<file path="config.mk">
export PLATFORM = sky130hd
export DESIGN_NAME = srs_stack
export DESIGN_NICKNAME = d
export VERILOG_FILES = /design/src/hdl/srs_stack.v
export VERILOG_INCLUDE_DIRS = /design/src /design/src/hdl
export SDC_FILE = /design/constraint.sdc
export NUM_CORES = 1
export LEC_CHECK = 0
export ABC_CLOCK_PERIOD_IN_PS = 10050
export BUFFER_PORTS_ARGS = -buffer_cell sky130_fd_sc_hd__buf_2
export CORE_MARGIN = 5
export CORE_UTILIZATION = 55
export CTS_CLUSTER_SIZE = 30
export DETAILED_ROUTE_END_ITERATION = 12
export GPL_TIMING_DRIVEN = 0
export PLACE_DENSITY_LB_ADDON = 0.1
export SLEW_MARGIN = 10
export SYNTH_ARGS = -nofsm -noshare
export SYNTH_HDL_FRONTEND = slang
export SYNTH_SLANG_ARGS = --single-unit
</file>
<file path="constraint.sdc">
create_clock -name clk -period 10.05 [get_ports clk]
set_input_delay 1.005 -clock clk [delete_from_list [all_inputs] [get_ports clk]]
set_output_delay 1.005 -clock clk [all_outputs]
set_load 0.03 [all_outputs]
</file>
<file path="src/hdl/srs_defines.vh">
`ifndef SRS_DEFINES_VH
`define SRS_DEFINES_VH

// return/call/jump operation codes on op_code
`define SRS_OP_NONE 4'h0
`define SRS_OP_RET 4'h1
`define SRS_OP_RET_Z 4'h2
`define SRS_OP_RET_NZ 4'h3
`define SRS_OP_RET_C 4'h4
`define SRS_OP_RET_NC 4'h5
`define SRS_OP_LDRET 4'h6
`define SRS_OP_CALL 4'h7
`define SRS_OP_CALL_IND 4'h8
`define SRS_OP_JUMP 4'h9

// stack and address geometry
`define SRS_STACK_DEPTH 30
`define SRS_PC_WIDTH 12
`define SRS_DATA_WIDTH 8
`define SRS_IND_HI_BITS 4
`define SRS_INSTR_WIDTH 18
`define SRS_EXEC_CYCLES 2
`define SRS_PC_RESET 12'h000

`endif

</file>
<file path="src/hdl/srs_stack.v">
// Function
// - four conditional returns on zero set, zero clear, carry set, carry clear
// - false condition just advances program counter by one
// - no return variant alters zero or carry flags
// - load-and-return is one 18-bit word executing in two cycles
// - load-and-return writes immediate to destination while popping and incrementing
// - stack holds thirty nested return addresses
// - stack is strictly last-in first-out, recursion included
// - unconditional return pops, increments, loads program counter
// - call pushes address of the call itself, then loads target
// - stack overflow forces automatic core reset
// - indirect target is low four bits of first register placed above second register
`timescale 1ns/100ps
`default_nettype none
`include "srs_defines.vh"

module srs_stack #(
  parameter DEPTH = `SRS_STACK_DEPTH,
  parameter PTR_W = 5
) (
  // clock and reset
  input wire clk,
  input wire reset,
  // decoded instruction, valid for one cycle per instruction
  input wire op_valid,
  input wire [3:0] op_code,
  input wire [`SRS_PC_WIDTH-1:0] target_addr,
  input wire [`SRS_DATA_WIDTH-1:0] first_reg,
  input wire [`SRS_DATA_WIDTH-1:0] second_reg,
  input wire [3:0] destination_register,
  input wire [`SRS_DATA_WIDTH-1:0] immediate_constant,
  // flags from the alu
  input wire zero_flag,
  input wire carry_flag,
  // program counter and side effects
  output reg [`SRS_PC_WIDTH-1:0] program_counter_q,
  output reg reg_write_q,
  output reg [3:0] reg_addr_q,
  output reg [`SRS_DATA_WIDTH-1:0] reg_data_q,
  output reg [PTR_W-1:0] depth_q,
  output reg core_reset_q,
  output reg phase_q
);

  // ----------------------------------------------------------------
  // constants
  // ----------------------------------------------------------------
  // full mark and unit step at pointer width, so compares and steps keep their size
  // single-entry step used by both push and pop
  localparam [PTR_W-1:0] DEPTH_FULL = DEPTH[PTR_W-1:0];
  localparam [PTR_W-1:0] PTR_ONE = {{(PTR_W-1){1'b0}}, 1'b1};
  localparam [PTR_W-1:0] PTR_ZERO = {PTR_W{1'b0}};

  // ----------------------------------------------------------------
  // functions
  // ----------------------------------------------------------------
  function [`SRS_PC_WIDTH-1:0] pc_inc;
    input [`SRS_PC_WIDTH-1:0] a;
    begin
      pc_inc = a + 12'h001;
    end
  endfunction

  // ----------------------------------------------------------------
  // stack storage and decode
  // ----------------------------------------------------------------
  reg [`SRS_PC_WIDTH-1:0] stack_mem [0:DEPTH-1];
  reg [3:0] op_q;
  reg [`SRS_PC_WIDTH-1:0] tgt_q;
  reg zf_q;
  reg cf_q;
  reg [3:0] dst_q;
  reg [`SRS_DATA_WIDTH-1:0] imm_q;
  reg take_ret;
  reg is_ret;
  reg is_call;
  wire [`SRS_PC_WIDTH-1:0] top_addr;
  wire [`SRS_PC_WIDTH-1:0] ind_addr;
  // high for the execute cycle of a call that still fits
  wire push_en;

  assign ind_addr = {first_reg[`SRS_IND_HI_BITS-1:0], second_reg};
  // empty stack: return reads the current address, so it just advances
  assign top_addr = (depth_q != PTR_ZERO) ? stack_mem[depth_q - PTR_ONE] : program_counter_q;

  // flags only read
  // flags are sampled, never written here, so every return variant keeps them
  always @* begin
    is_ret = 1'b0;
    take_ret = 1'b0;
    is_call = 1'b0;
    case (op_q)
      `SRS_OP_RET, `SRS_OP_LDRET: begin
        is_ret = 1'b1;
        take_ret = 1'b1;
      end
      `SRS_OP_RET_Z: begin
        is_ret = 1'b1;
        take_ret = zf_q;
      end
      `SRS_OP_RET_NZ: begin
        is_ret = 1'b1;
        take_ret = ~zf_q;
      end
      `SRS_OP_RET_C: begin
        is_ret = 1'b1;
        take_ret = cf_q;
      end
      `SRS_OP_RET_NC: begin
        is_ret = 1'b1;
        take_ret = ~cf_q;
      end
      `SRS_OP_CALL, `SRS_OP_CALL_IND: begin
        is_call = 1'b1;
      end
      default: begin
        is_ret = 1'b0;
      end
    endcase
  end

  // ----------------------------------------------------------------
  // two-cycle execution
  // ----------------------------------------------------------------
  // capture then execute phase
  always @(posedge clk or posedge reset) begin
    if (reset) begin
      phase_q <= 1'b0;
      op_q <= `SRS_OP_NONE;
      tgt_q <= `SRS_PC_RESET;
      zf_q <= 1'b0;
      cf_q <= 1'b0;
      dst_q <= 4'h0;
      imm_q <= 8'h00;
    end else if (core_reset_q) begin
      phase_q <= 1'b0;
      op_q <= `SRS_OP_NONE;
    end else if (!phase_q) begin
      if (op_valid) begin
        phase_q <= 1'b1;
        op_q <= op_code;
        tgt_q <= (op_code == `SRS_OP_CALL_IND) ? ind_addr : target_addr;
        zf_q <= zero_flag;
        cf_q <= carry_flag;
        dst_q <= destination_register;
        imm_q <= immediate_constant;
      end
    end else begin
      phase_q <= 1'b0;
      op_q <= `SRS_OP_NONE;
    end
  end

  // ----------------------------------------------------------------
  // stack storage write
  // ----------------------------------------------------------------
  // a push is refused when full, the overflow path resets the core instead
  assign push_en = phase_q & is_call & ~core_reset_q & (depth_q != DEPTH_FULL);

  // push own address
  // storage sits outside the reset process, so it needs no reset and maps to plain memory
  always @(posedge clk) begin
    if (push_en) begin
      stack_mem[depth_q] <= program_counter_q;
    end
  end

  // ----------------------------------------------------------------
  // program counter and stack pointer
  // ----------------------------------------------------------------
  always @(posedge clk or posedge reset) begin
    if (reset) begin
      program_counter_q <= `SRS_PC_RESET;
      depth_q <= {PTR_W{1'b0}};
      core_reset_q <= 1'b0;
      reg_write_q <= 1'b0;
      reg_addr_q <= 4'h0;
      reg_data_q <= 8'h00;
    end else if (core_reset_q) begin
      // one cycle internal reset, stack emptied
      program_counter_q <= `SRS_PC_RESET;
      depth_q <= {PTR_W{1'b0}};
      core_reset_q <= 1'b0;
      reg_write_q <= 1'b0;
    end else begin
      reg_write_q <= 1'b0;
      if (phase_q) begin
        if (is_call) begin
          if (depth_q == DEPTH_FULL) begin
            core_reset_q <= 1'b1;
          end else begin
            depth_q <= depth_q + PTR_ONE;
            program_counter_q <= tgt_q;
          end
        end else if (is_ret && take_ret) begin
          program_counter_q <= pc_inc(top_addr);
          // underflow simply wraps nothing; empty stack stays empty
          if (depth_q != PTR_ZERO) begin
            depth_q <= depth_q - PTR_ONE;
          end
          if (op_q == `SRS_OP_LDRET) begin
            reg_write_q <= 1'b1;
            reg_addr_q <= dst_q;
            reg_data_q <= imm_q;
          end
        end else if (op_q == `SRS_OP_JUMP) begin
          program_counter_q <= tgt_q;
        end else begin
          program_counter_q <= pc_inc(program_counter_q);
        end
      end
    end
  end

endmodule
`default_nettype wire

</file>
==> results of run 1 <==
==> layout make-up <==
| class | count | share of cell area [%] |
|---|---|---|
| inverters | 12 | 0.2318 |
| well taps | 442 | 2.697 |
| flip-flops and latches | 422 | 60.34 |
| clock inverters | 28 | 1.599 |
| multi-input cells | 596 | 25.30 |
| plain buffers | 56 | 1.812 |
| clock buffers | 51 | 5.442 |
| repair buffers | 87 | 2.581 |
==> layer usage <==
layer	share of wire (%)	wire (um)	global-route usage, %
met4	3.3	1576	8.039
met3	8.5	3994	4.907
met2	47	22190	40.83
met1	41	19470	38.30
met5	0	0	0
==> state kept, by name, indices dropped and copies added, names as in the netlist <==
name	cells
phase_q	1
tgt_q	12
depth_q	5
cf_q	1
dst_q	4
reg_data_q	8
stack_mem	360
zf_q	1
program_counter_q	12
op_q	4
core_reset_q	1
reg_addr_q	4
imm_q	8
reg_write_q	1
==> worst max-delay path, delay by kind of cell, from the launching register on <==
family                   cells  cell delay (ns)
buffers and inverters        8             2.27
AND/OR/NAND/NOR              7             1.81
flip-flops                   1             0.46
adder cells (fa/ha/maj)      2             0.57
AO/OA/AOI/OAI                1             0.24
==> metrics by stage <==
stage          std cells  hold slack, ns  cell area [um^2]
3_5_place_dp        1615          0.4582             19050
2_1_floorplan       1086          0.4348             17890
6_report            1694          0.4608             20510
5_1_grt             1694          0.4985             20510
3_3_place_gp        1603          0.4465             18820
4_1_cts             1694          0.4652             20500
==> cells in the final DEF (no fill, tap or decap), types with 8 or more instances in the layout <==
cell	count
a21oi_1	22
nor3_1	15
buf_6	19
nand3_1	30
buf_4	8
inv_1	9
mux2_2	24
dfrtp_2	10
nor2_2	30
edfxtp_1	360
mux2i_1	54
mux4_2	75
clkbuf_16	43
buf_2	90
nand2_1	109
xnor2_1	10
and3_1	10
a31oi_1	10
o211ai_1	10
dfrtp_1	52
clkbuf_1	26
nor2_1	41
clkinv_2	10
o21ai_0	24
==> power groups by stage <==
stage / Clock, W / Sequential (W) / Combinational (W)
floorplan: 0 / 0.00248 / 0.00181
global route: 0.00173 / 0.00254 / 0.00301
CTS: 0.00165 / 0.00252 / 0.00283
detailed placement: 0 / 0.00255 / 0.00282
global placement: 0 / 0.00254 / 0.00281
finish: 0.00163 / 0.00252 / 0.00287
==> cell families after synthesis <==
kind of cell,share of synthesized area [%]
XOR/XNOR,0.9301
multiplexers,14.06
adder cells (fa/ha/maj),0.4895
flip-flops,69.10
AND/OR/NAND/NOR,7.945
buffers and inverters,2.329
AO/OA/AOI/OAI,5.154
==> synthesized netlist by cell type (8+ instances only) <==
cell type,count
and3_1,10
buf_2,15
a21oi_1,22
buf_6,12
o21ai_0,24
nand2_1,109
o211ai_1,10
mux2i_1,54
a31oi_1,10
dfrtp_1,62
inv_1,10
mux2_2,24
nor2_1,71
clkbuf_1,19
buf_4,8
nand3_1,30
edfxtp_1,360
mux4_2,75
nor3_1,15
xnor2_1,10
==> worst min-delay path by stage <==
stage | from | to | slack [ns] | cells past startpoint
6_report | imm_q[7] | reg_data_q[7] | 0.46 | 2
2_1_floorplan | dst_q[0] | reg_addr_q[0] | 0.43 | 2
3_5_place_dp | reg_data_q[5] | reg_data_q[5] | 0.46 | 2
5_1_grt | imm_q[0] | reg_data_q[0] | 0.50 | 2
3_3_place_gp | imm_q[4] | reg_data_q[4] | 0.45 | 2
4_1_cts | imm_q[7] | reg_data_q[7] | 0.47 | 2
==> flow_metrics.env, run 1 <==
export IMPL_grt_max_degree=63
export IMPL_drc=0
export IMPL_synth_area_um2=17890
export IMPL_wl_um=47230
export IMPL_fin_nets=1274
export IMPL_register_area_um2=12370
export IMPL_cpMaxStageDelayCell="clkbuf_1"
export IMPL_track_usage_pct=26.21
export IMPL_grt_overflow=0
export IMPL_status="finished clean"
export IMPL_post_drt_wl_per_cell_um=27.88
export IMPL_swShare_pct=39.96
export IMPL_synth_edf_count=360
export IMPL_core_area_um2=32290
export IMPL_p_int_w=0.004217
export IMPL_skew_ns=0.02036
export IMPL_ctsResizeCount=0
export IMPL_synth_top_area_cell="edfxtp_1"
export IMPL_drive_above_1_share_pct=28.35
export IMPL_dp_slack_ns=4.672
export IMPL_critical_path_max_stage_delay_ns=0.71
export IMPL_grt_pass1_vias=10332
export IMPL_pin_count=81
export IMPL_final_core_util_pct=63.51
export IMPL_r2r_start="depth_q[0]"
export IMPL_dieArea_um2=36240
export IMPL_hold_buffers=0
export IMPL_crit_chain="buf_6 > buf_6 > inv_2 > buf_6 > ha_1 > buf_2 > buf_2 > buf_4 > clkbuf_1 > nor2_1 > a32oi_1 > nand4_1 > nand3b_1 > ha_1 > nor3b_2 > nand4_1 > or4b_1 > nand3_1"
export IMPL_netlist_instances=1086
export IMPL_crit_top_cell="buf_6"
export IMPL_dieWidth_um=190.4
export IMPL_p_seq_share_pct=35.8
export IMPL_reg2reg_to="program_counter_q[8]"
export IMPL_syn2layout_area_growth_pct=14.62
export IMPL_fmax_mhz=182.0
export IMPL_power_density_nw_per_um2=342.5
export IMPL_power_combinational_fraction_pct=40.9
export IMPL_p_total_w=0.007024
export IMPL_fin_crit_ns=5.494
export IMPL_antenna_found_initial=0
export IMPL_die_y_um=190.4
export IMPL_cts_buffer_depth=3
export IMPL_drt_iter0_markers=1355
export IMPL_tritoncts="yes"
export IMPL_tightest_slew_ns=1.299
export IMPL_postCtsSetupRepairBufs=0
export IMPL_path_class="flop to flop"
export IMPL_hold_viol=0
export IMPL_clockPowerShare_pct=23.2
export IMPL_hp_class="flop to flop"
export IMPL_yosysUniqueCellTypes=80
export IMPL_grt_pass1_wl_um=69190
export IMPL_reg2reg_slack_ns=4.56
export IMPL_dp_hpwl_um=30790
export IMPL_timing_critical_path_from="depth_q[0]"
export IMPL_rsz0062_at_grt="false"
export IMPL_syn_avg_cell_area_um2=16.47
export IMPL_async_flop_share_pct=14.69
export IMPL_worst_ep_arrival_time_ns=5.96
export IMPL_slew_headroom_pct=13.40
export IMPL_cts_sinks=422
export IMPL_vias=10692
export IMPL_cts_buffers=43
export IMPL_cts_root_buf="clkbuf_16"
export IMPL_cp_required_ns=10.52
export IMPL_p_sw_w=0.002807
export IMPL_ys_flop_type="edfxtp_1"
export IMPL_n_fill_cell=2360
export IMPL_endpoint="program_counter_q[8]"
export IMPL_yosysSeqAreaShare_pct=69.10
export IMPL_firstDrtPassIters=5
export IMPL_rows=66
export IMPL_maxCapViolCount=0
export IMPL_yosys_area_top_type_share_pct=60.42
export IMPL_startpoint_type="flop"
export IMPL_setup_tns_final_ns=0
export IMPL_synth_fp_nets=1142
export IMPL_period_share_pct=54.67
export IMPL_final_antenna_net_count=0
export IMPL_r2r_cells=18
export IMPL_end_kind="flop"
export IMPL_start_util_pct=55.41
export IMPL_gp_congestion=0.9477
export IMPL_clk_pin_slew_ns=0.06
export IMPL_yosysWarnings=0
export IMPL_antenna_cells=0
export IMPL_port_buffers=75
export IMPL_setup_viol=0
export IMPL_leakagePower_nw=7.104
export IMPL_ys_seq_elements=422
export IMPL_routed_via_density=6.312
export IMPL_setup_slack_ns=4.556
export IMPL_cp_max_fo=12
export IMPL_clock_latency_ns=0.56
export IMPL_yosys_top_cells_area="edfxtp_1, mux4_2, dfrtp_1"
export IMPL_multi_input_comb_area_um2=5187
export IMPL_drv_slew=0
export IMPL_vdd_drop_max_mv=0.1963
export IMPL_htree_levels=2
No activity file was read; power rests on OpenSTA's default activity.
==> inputs of run 2 (changes only) <==
- ABC_CLOCK_PERIOD_IN_PS: 10050 -> 5000
- clock period: 10.05 -> 5 ns (I/O delays scaled with it)
==> run 2 against run 1 <==
Against the previous run: final cell count is 0.65% higher; clock skew is 0.0016 ns higher; final area is 0.60% higher; first-iteration DRC count hardly changed; total power is 100% higher; core utilization is 0.38 points higher; critical path type unchanged.
==> flow_metrics.env, run 2 (synthesis results as in run 1) <==
export IMPL_fin_crit_ns=4.790
export IMPL_fin_nets=1285
export IMPL_largest_register_ffs=360
export IMPL_hold_viol=0
export IMPL_grt_util_met1_pct=38.34
export IMPL_fmax_mhz=208.8
export IMPL_slew_headroom_pct=15.58
export IMPL_grt_pass1_wl_um=69200
export IMPL_startpoint_type="flop"
export IMPL_final_cell_mix="edfxtp_1, nand2_1, buf_2"
export IMPL_grt_busiest_layer="met2"
export IMPL_setup_tns_final_ns=0
export IMPL_core_area_um2=32290
export IMPL_wl_um=47210
export IMPL_grt_pass1_vias=10337
export IMPL_final_core_util_pct=63.90
export IMPL_rows=66
export IMPL_layout_commonest_cell="edfxtp_1"
export IMPL_cts_sinks=422
export IMPL_vdd_drop_max_mv=0.3940
export IMPL_antenna_cells=0
export IMPL_power_density_nw_per_um2=695.7
export IMPL_start_util_pct=55.41
export IMPL_tightest_slew_ns=1.266
export IMPL_gp_congestion=0.9477
export IMPL_path_class="flop to flop"
export IMPL_met2_usage_pct=40.80
export IMPL_routed_via_density=6.236
export IMPL_firstDrtPassIters=5
export IMPL_vias=10632
export IMPL_grt_overflow=0
export IMPL_maxCapViolCount=0
export IMPL_hold_slack_ns=0.09257
export IMPL_cts_buffer_depth=3
export IMPL_skew_ns=0.02191
export IMPL_dieWidth_um=190.4
export IMPL_htree_levels=2
export IMPL_tritoncts="yes"
export IMPL_track_usage_pct=26.20
export IMPL_die_y_um=190.4
export IMPL_setup_viol=0
export IMPL_grt_max_degree=63
export IMPL_cp_required_ns=5.47
export IMPL_syn2layout_area_growth_pct=15.32
export IMPL_drv_slew=0
export IMPL_port_buffers=75
export IMPL_drt_iter0_markers=1356
export IMPL_dieArea_um2=36240
export IMPL_top_regs="stack_mem: 360 flops, program_counter_q: 12 flops, tgt_q: 12 flops"
export IMPL_dp_hpwl_um=30790
export IMPL_cp_max_fo=12
export IMPL_antenna_found_initial=0
export IMPL_status="finished clean"
export IMPL_p_total_w=0.01435
export IMPL_hp_class="input pin to async pin"
export IMPL_clock_latency_ns=0.56
export IMPL_post_drt_wl_per_cell_um=27.69
export IMPL_drc=0
export IMPL_final_antenna_net_count=0
export IMPL_cts_root_buf="clkbuf_16"
export IMPL_worst_ep_arrival_time_ns=5.26
export IMPL_period_share_pct=95.80
export IMPL_cts_buffers=43
export IMPL_clk_pin_slew_ns=0.06
export IMPL_met3_usage_pct=4.870
export IMPL_largest_register="stack_mem"
export IMPL_leakagePower_nw=7.172
export IMPL_drive_above_1_share_pct=29.30
export IMPL_end_kind="flop"
export IMPL_pin_count=81
-- run 2: changes by cell type in the layout (fill, tap and decap cells not counted), sizes merged --
cell,before,now
clkbuf,70,69
buf,123,135
-- run 2: final timing paths --
path | from | to | slack [ns] | cells past startpoint
min in group clk | immediate_constant[5] | imm_q[5] | 0.18 | 2
min reg2reg | imm_q[7] | reg_data_q[7] | 0.46 | 2
max | depth_q[0] | program_counter_q[8] | 0.21 | 15
max in group asynchronous | reset | program_counter_q[8] | 4.34 | 2
max reg2reg | depth_q[0] | program_counter_q[8] | 0.21 | 15
min | reset | reg_data_q[7] | 0.09 | 2
-- run 2: per-layer routing --
metal | routed length, um | part of all wire (%) | up-vias
met5 | 0 | 0 | -
met4 | 1407 | 3.0 | 0
met3 | 4218 | 8.9 | 77
met2 | 22270 | 47 | 562
met1 | 19320 | 41 | 5425
li1 | - | - | 4568
-- run 2: area by class of cell --
| type | count | area, um^2 |
|---|---|---|
| repair buffers | 100 | 626.9 |
| clock inverters | 28 | 327.8 |
| fillers | 2354 | 11660 |
| multi-input cells | 596 | 5213 |
| inverters | 12 | 47.55 |
| clock buffers | 51 | 1116 |
| well taps | 442 | 553.0 |
| plain buffers | 54 | 372.9 |
| flip-flops and latches | 422 | 12370 |
-- run 2: power by group --
| part | internal (W) | switching (W) | leakage, nW | total (W) |
|---|---|---|---|---|
| Sequential | 0.00439 | 0.000664 | 4.01 | 0.00506 |
| Clock | 0.00193 | 0.00135 | 0.702 | 0.00328 |
| Combinational | 0.00235 | 0.00366 | 2.46 | 0.00601 |
-- run 2: per-stage QoR --
stage	setup WS (ns)	cell area, um^2	instances
6_report	0.2099	20630	1705
4_1_cts	0.005801	20510	1693
5_1_grt	-0.003685	20630	1705
3_5_place_dp	-0.3781	19050	1615
2_1_floorplan	0.8883	17890	1086
3_3_place_gp	-0.3373	18820	1603
-- run 2: critical path, cell delays in order, from the launching register on --
cell and delay [ns]:
dfrtp_1 0.45, buf_6 0.19, buf_6 0.17, inv_2 0.09, buf_6 0.22, ha_1 0.43, nor3b_4 0.40, xnor2_2 0.22
nor3_2 0.55, nand4_1 0.32, nand3b_1 0.31, ha_1 0.26, nor3b_2 0.28, nand4_1 0.17, or4b_1 0.51, nand3_1 0.09
-- run 2: repair_timing --
| action | in CTS | in global routing |
|---|---|---|
| gates resized for setup | 3 | 8 |
| hold buffers | 0 | 0 |
| endpoints found under the setup margin | 6 | 10 |
| setup buffers | 0 | 13 |
| cloned | 0 | 0 |
| pin swaps | 0 | 3 |
==> inputs of run 3 (changes only) <==
- CORE_MARGIN: 5 -> 2
==> run 3 against run 2 <==
Against the previous run: fmax decreased by 1.6%; clock skew decreased by 0.012 ns; setup slack got worse by 0.077 ns; global-route usage increased by 2.0 points.
==> flow_metrics.env, run 3 (synthesis results as in run 1) <==
export IMPL_status="finished clean"
export IMPL_largest_register_ffs=360
export IMPL_rsz0062_at_grt="false"
export IMPL_clock_latency_ns=0.55
export IMPL_wl_met1_um=18910
export IMPL_wl_met3_um=4251
export IMPL_slew_headroom_pct=16.28
export IMPL_path_delay_family="simple AND/OR/NAND/NOR gates"
export IMPL_swShare_pct=39.99
export IMPL_crit_chain="buf_6 > buf_6 > inv_2 > buf_6 > ha_1 > buf_2 > buf_2 > buf_4 > nor2_1 > a32oi_1 > nand4_1 > nand3b_1 > ha_1 > nor3b_2 > nand4_1 > or4b_1 > nand3_1"
export IMPL_top_layer="met4"
export IMPL_cpMaxStageDelayCell="or4b_1"
export IMPL_p_seq_share_pct=36.0
export IMPL_top_regs="stack_mem: 360 flops, program_counter_q: 12 flops, tgt_q: 12 flops"
export IMPL_final_cell_mix="edfxtp_1, nand2_1, buf_2"
export IMPL_cts_sinks=422
export IMPL_setup_viol=0
export IMPL_antenna_found_initial=0
export IMPL_reg2reg_slack_ns=0.13
export IMPL_crit_buf_inv=7
export IMPL_final_antenna_net_count=0
export IMPL_dieArea_um2=33990
export IMPL_port_buffers=75
export IMPL_wl_um=46190
export IMPL_final_cells=1696
export IMPL_worst_ep_arrival_time_ns=5.34
export IMPL_die_y_um=184.4
export IMPL_fmax_mhz=205.4
export IMPL_cts_root_buf="clkbuf_16"
export IMPL_startpoint_type="flop"
export IMPL_drv_slew=0
export IMPL_maxCapViolCount=0
export IMPL_start_util_pct=55.41
export IMPL_end_kind="flop"
export IMPL_p_int_w=0.008404
export IMPL_cts_buffers=43
export IMPL_syn2layout_area_growth_pct=14.19
export IMPL_track_usage_pct=28.25
export IMPL_grt_pass1_wl_um=67940
export IMPL_vias=10686
export IMPL_clockPowerShare_pct=21.6
export IMPL_rows=66
export IMPL_htree_levels=2
export IMPL_fin_crit_ns=4.867
export IMPL_drc=0
export IMPL_hold_slack_ns=0.08750
export IMPL_cts_buffer_depth=3
export IMPL_power_density_nw_per_um2=685.5
export IMPL_grt_pass1_vias=10203
export IMPL_fin_nets=1279
export IMPL_r2r_cells=17
export IMPL_clk_pin_slew_ns=0.06
export IMPL_period_share_pct=97.35
export IMPL_largest_register="stack_mem"
export IMPL_cp_max_fo=19
export IMPL_pin_count=81
export IMPL_routed_via_density=6.301
export IMPL_leakagePower_nw=7.077
export IMPL_place_area_um2=19020
export IMPL_drive_above_1_share_pct=28.25
export IMPL_drt_iter0_markers=1287
export IMPL_final_cell_area_um2=20430
export IMPL_hold_viol=0
export IMPL_reg2reg_to="program_counter_q[8]"
export IMPL_hp_class="input pin to async pin"
export IMPL_tritoncts="yes"
export IMPL_final_core_util_pct=63.27
export IMPL_layout_commonest_cell="edfxtp_1"
export IMPL_dieWidth_um=184.4
export IMPL_power_combinational_fraction_pct=42.4
export IMPL_wl_met2_um=21270
export IMPL_p_sw_w=0.005601
export IMPL_dp_cells=1613
export IMPL_firstDrtPassIters=5
export IMPL_post_drt_wl_per_cell_um=27.23
export IMPL_gp_congestion=0.9487
export IMPL_path_class="flop to flop"
export IMPL_core_area_um2=32290
export IMPL_grt_overflow=0
export IMPL_vdd_drop_max_mv=0.3770
export IMPL_grt_max_degree=63
export IMPL_r2r_start="depth_q[0]"
export IMPL_cp_required_ns=5.48
export IMPL_crit_top_cell="buf_6"
export IMPL_tightest_slew_ns=1.256
export IMPL_skew_ns=0.01038
export IMPL_dp_hpwl_um=30010
export IMPL_critical_path_max_stage_delay_ns=0.53
==> run 3: cell count changes in the layout (fill, tap and decap cells not counted), moves of 2 or more <==
cell | previous run | this run
bufinv_16 | 6 | 1
clkbuf_1 | 24 | 28
buf_4 | 22 | 19
buf_8 | 5 | 3
clkbuf_16 | 43 | 45
clkinv_2 | 10 | 8
clkinvlp_4 | 4 | 2
==> run 3: worst max-delay path by stage <==
stage / slack (ns) / cells past startpoint / start / end
2_1_floorplan: 0.89 / 15 / depth_q[0] / program_counter_q[8]
3_3_place_gp: -0.32 / 18 / depth_q[0] / program_counter_q[8]
3_5_place_dp: -0.48 / 18 / depth_q[0] / program_counter_q[8]
4_1_cts: 0.02 / 15 / depth_q[0] / program_counter_q[8]
5_1_grt: 0.01 / 17 / depth_q[0] / program_counter_q[8]
6_report: 0.13 / 17 / depth_q[0] / program_counter_q[8]
==> run 3: power groups by stage <==
| stage | sequential [W] | combinational [W] | clock, W |
|---|---|---|---|
| finish | 0.00505 | 0.00594 | 0.00302 |
| global route | 0.00510 | 0.00622 | 0.00321 |
| CTS | 0.00505 | 0.00572 | 0.00305 |
| detailed placement | 0.00512 | 0.00565 | 0 |
| global placement | 0.00510 | 0.00562 | 0 |
| floorplan | 0.00498 | 0.00365 | 0 |
==> run 3: stage by stage <==
| stage | total power (W) | worst slack (ns) | setup TNS, ns |
|---|---|---|---|
| 2_1_floorplan | 0.008625 | 0.8883 | 0 |
| 3_3_place_gp | 0.01072 | -0.3187 | -0.5054 |
| 3_5_place_dp | 0.01077 | -0.4753 | -0.9502 |
| 4_1_cts | 0.01382 | 0.02171 | 0 |
| 5_1_grt | 0.01454 | 0.01480 | 0 |
| 6_report | 0.01401 | 0.1326 | 0 |
==> run 3: final cells by class <==
cell class | instances | area, um^2
Antenna cell | 1 | 2.502
Buffer | 54 | 369.1
Clock buffer | 57 | 1181
Clock inverter | 18 | 127.6
Fill cell | 2347 | 11860
Inverter | 12 | 47.55
Multi-Input combinational cell | 596 | 5207
Sequential cell | 422 | 12370
Tap cell | 442 | 553.0
Timing Repair Buffer | 94 | 566.8
==> run 3: routing by layer <==
layer,GRT usage [%],up-vias
li1,-,4573
met1,41.13,5454
met2,42.84,554
met3,5.829,105
met4,10.08,0
met5,0,-
==> run 3: repair_timing <==
| item | CTS | global route |
|---|---|---|
| gates resized for setup | 3 | 5 |
| hold buffers | 0 | 0 |
| buffers inserted | 2 | 7 |
| endpoints found under the setup margin | 4 | 7 |
| pin swaps | 1 | 2 |
| endpoints found under the hold margin | 0 | 0 |
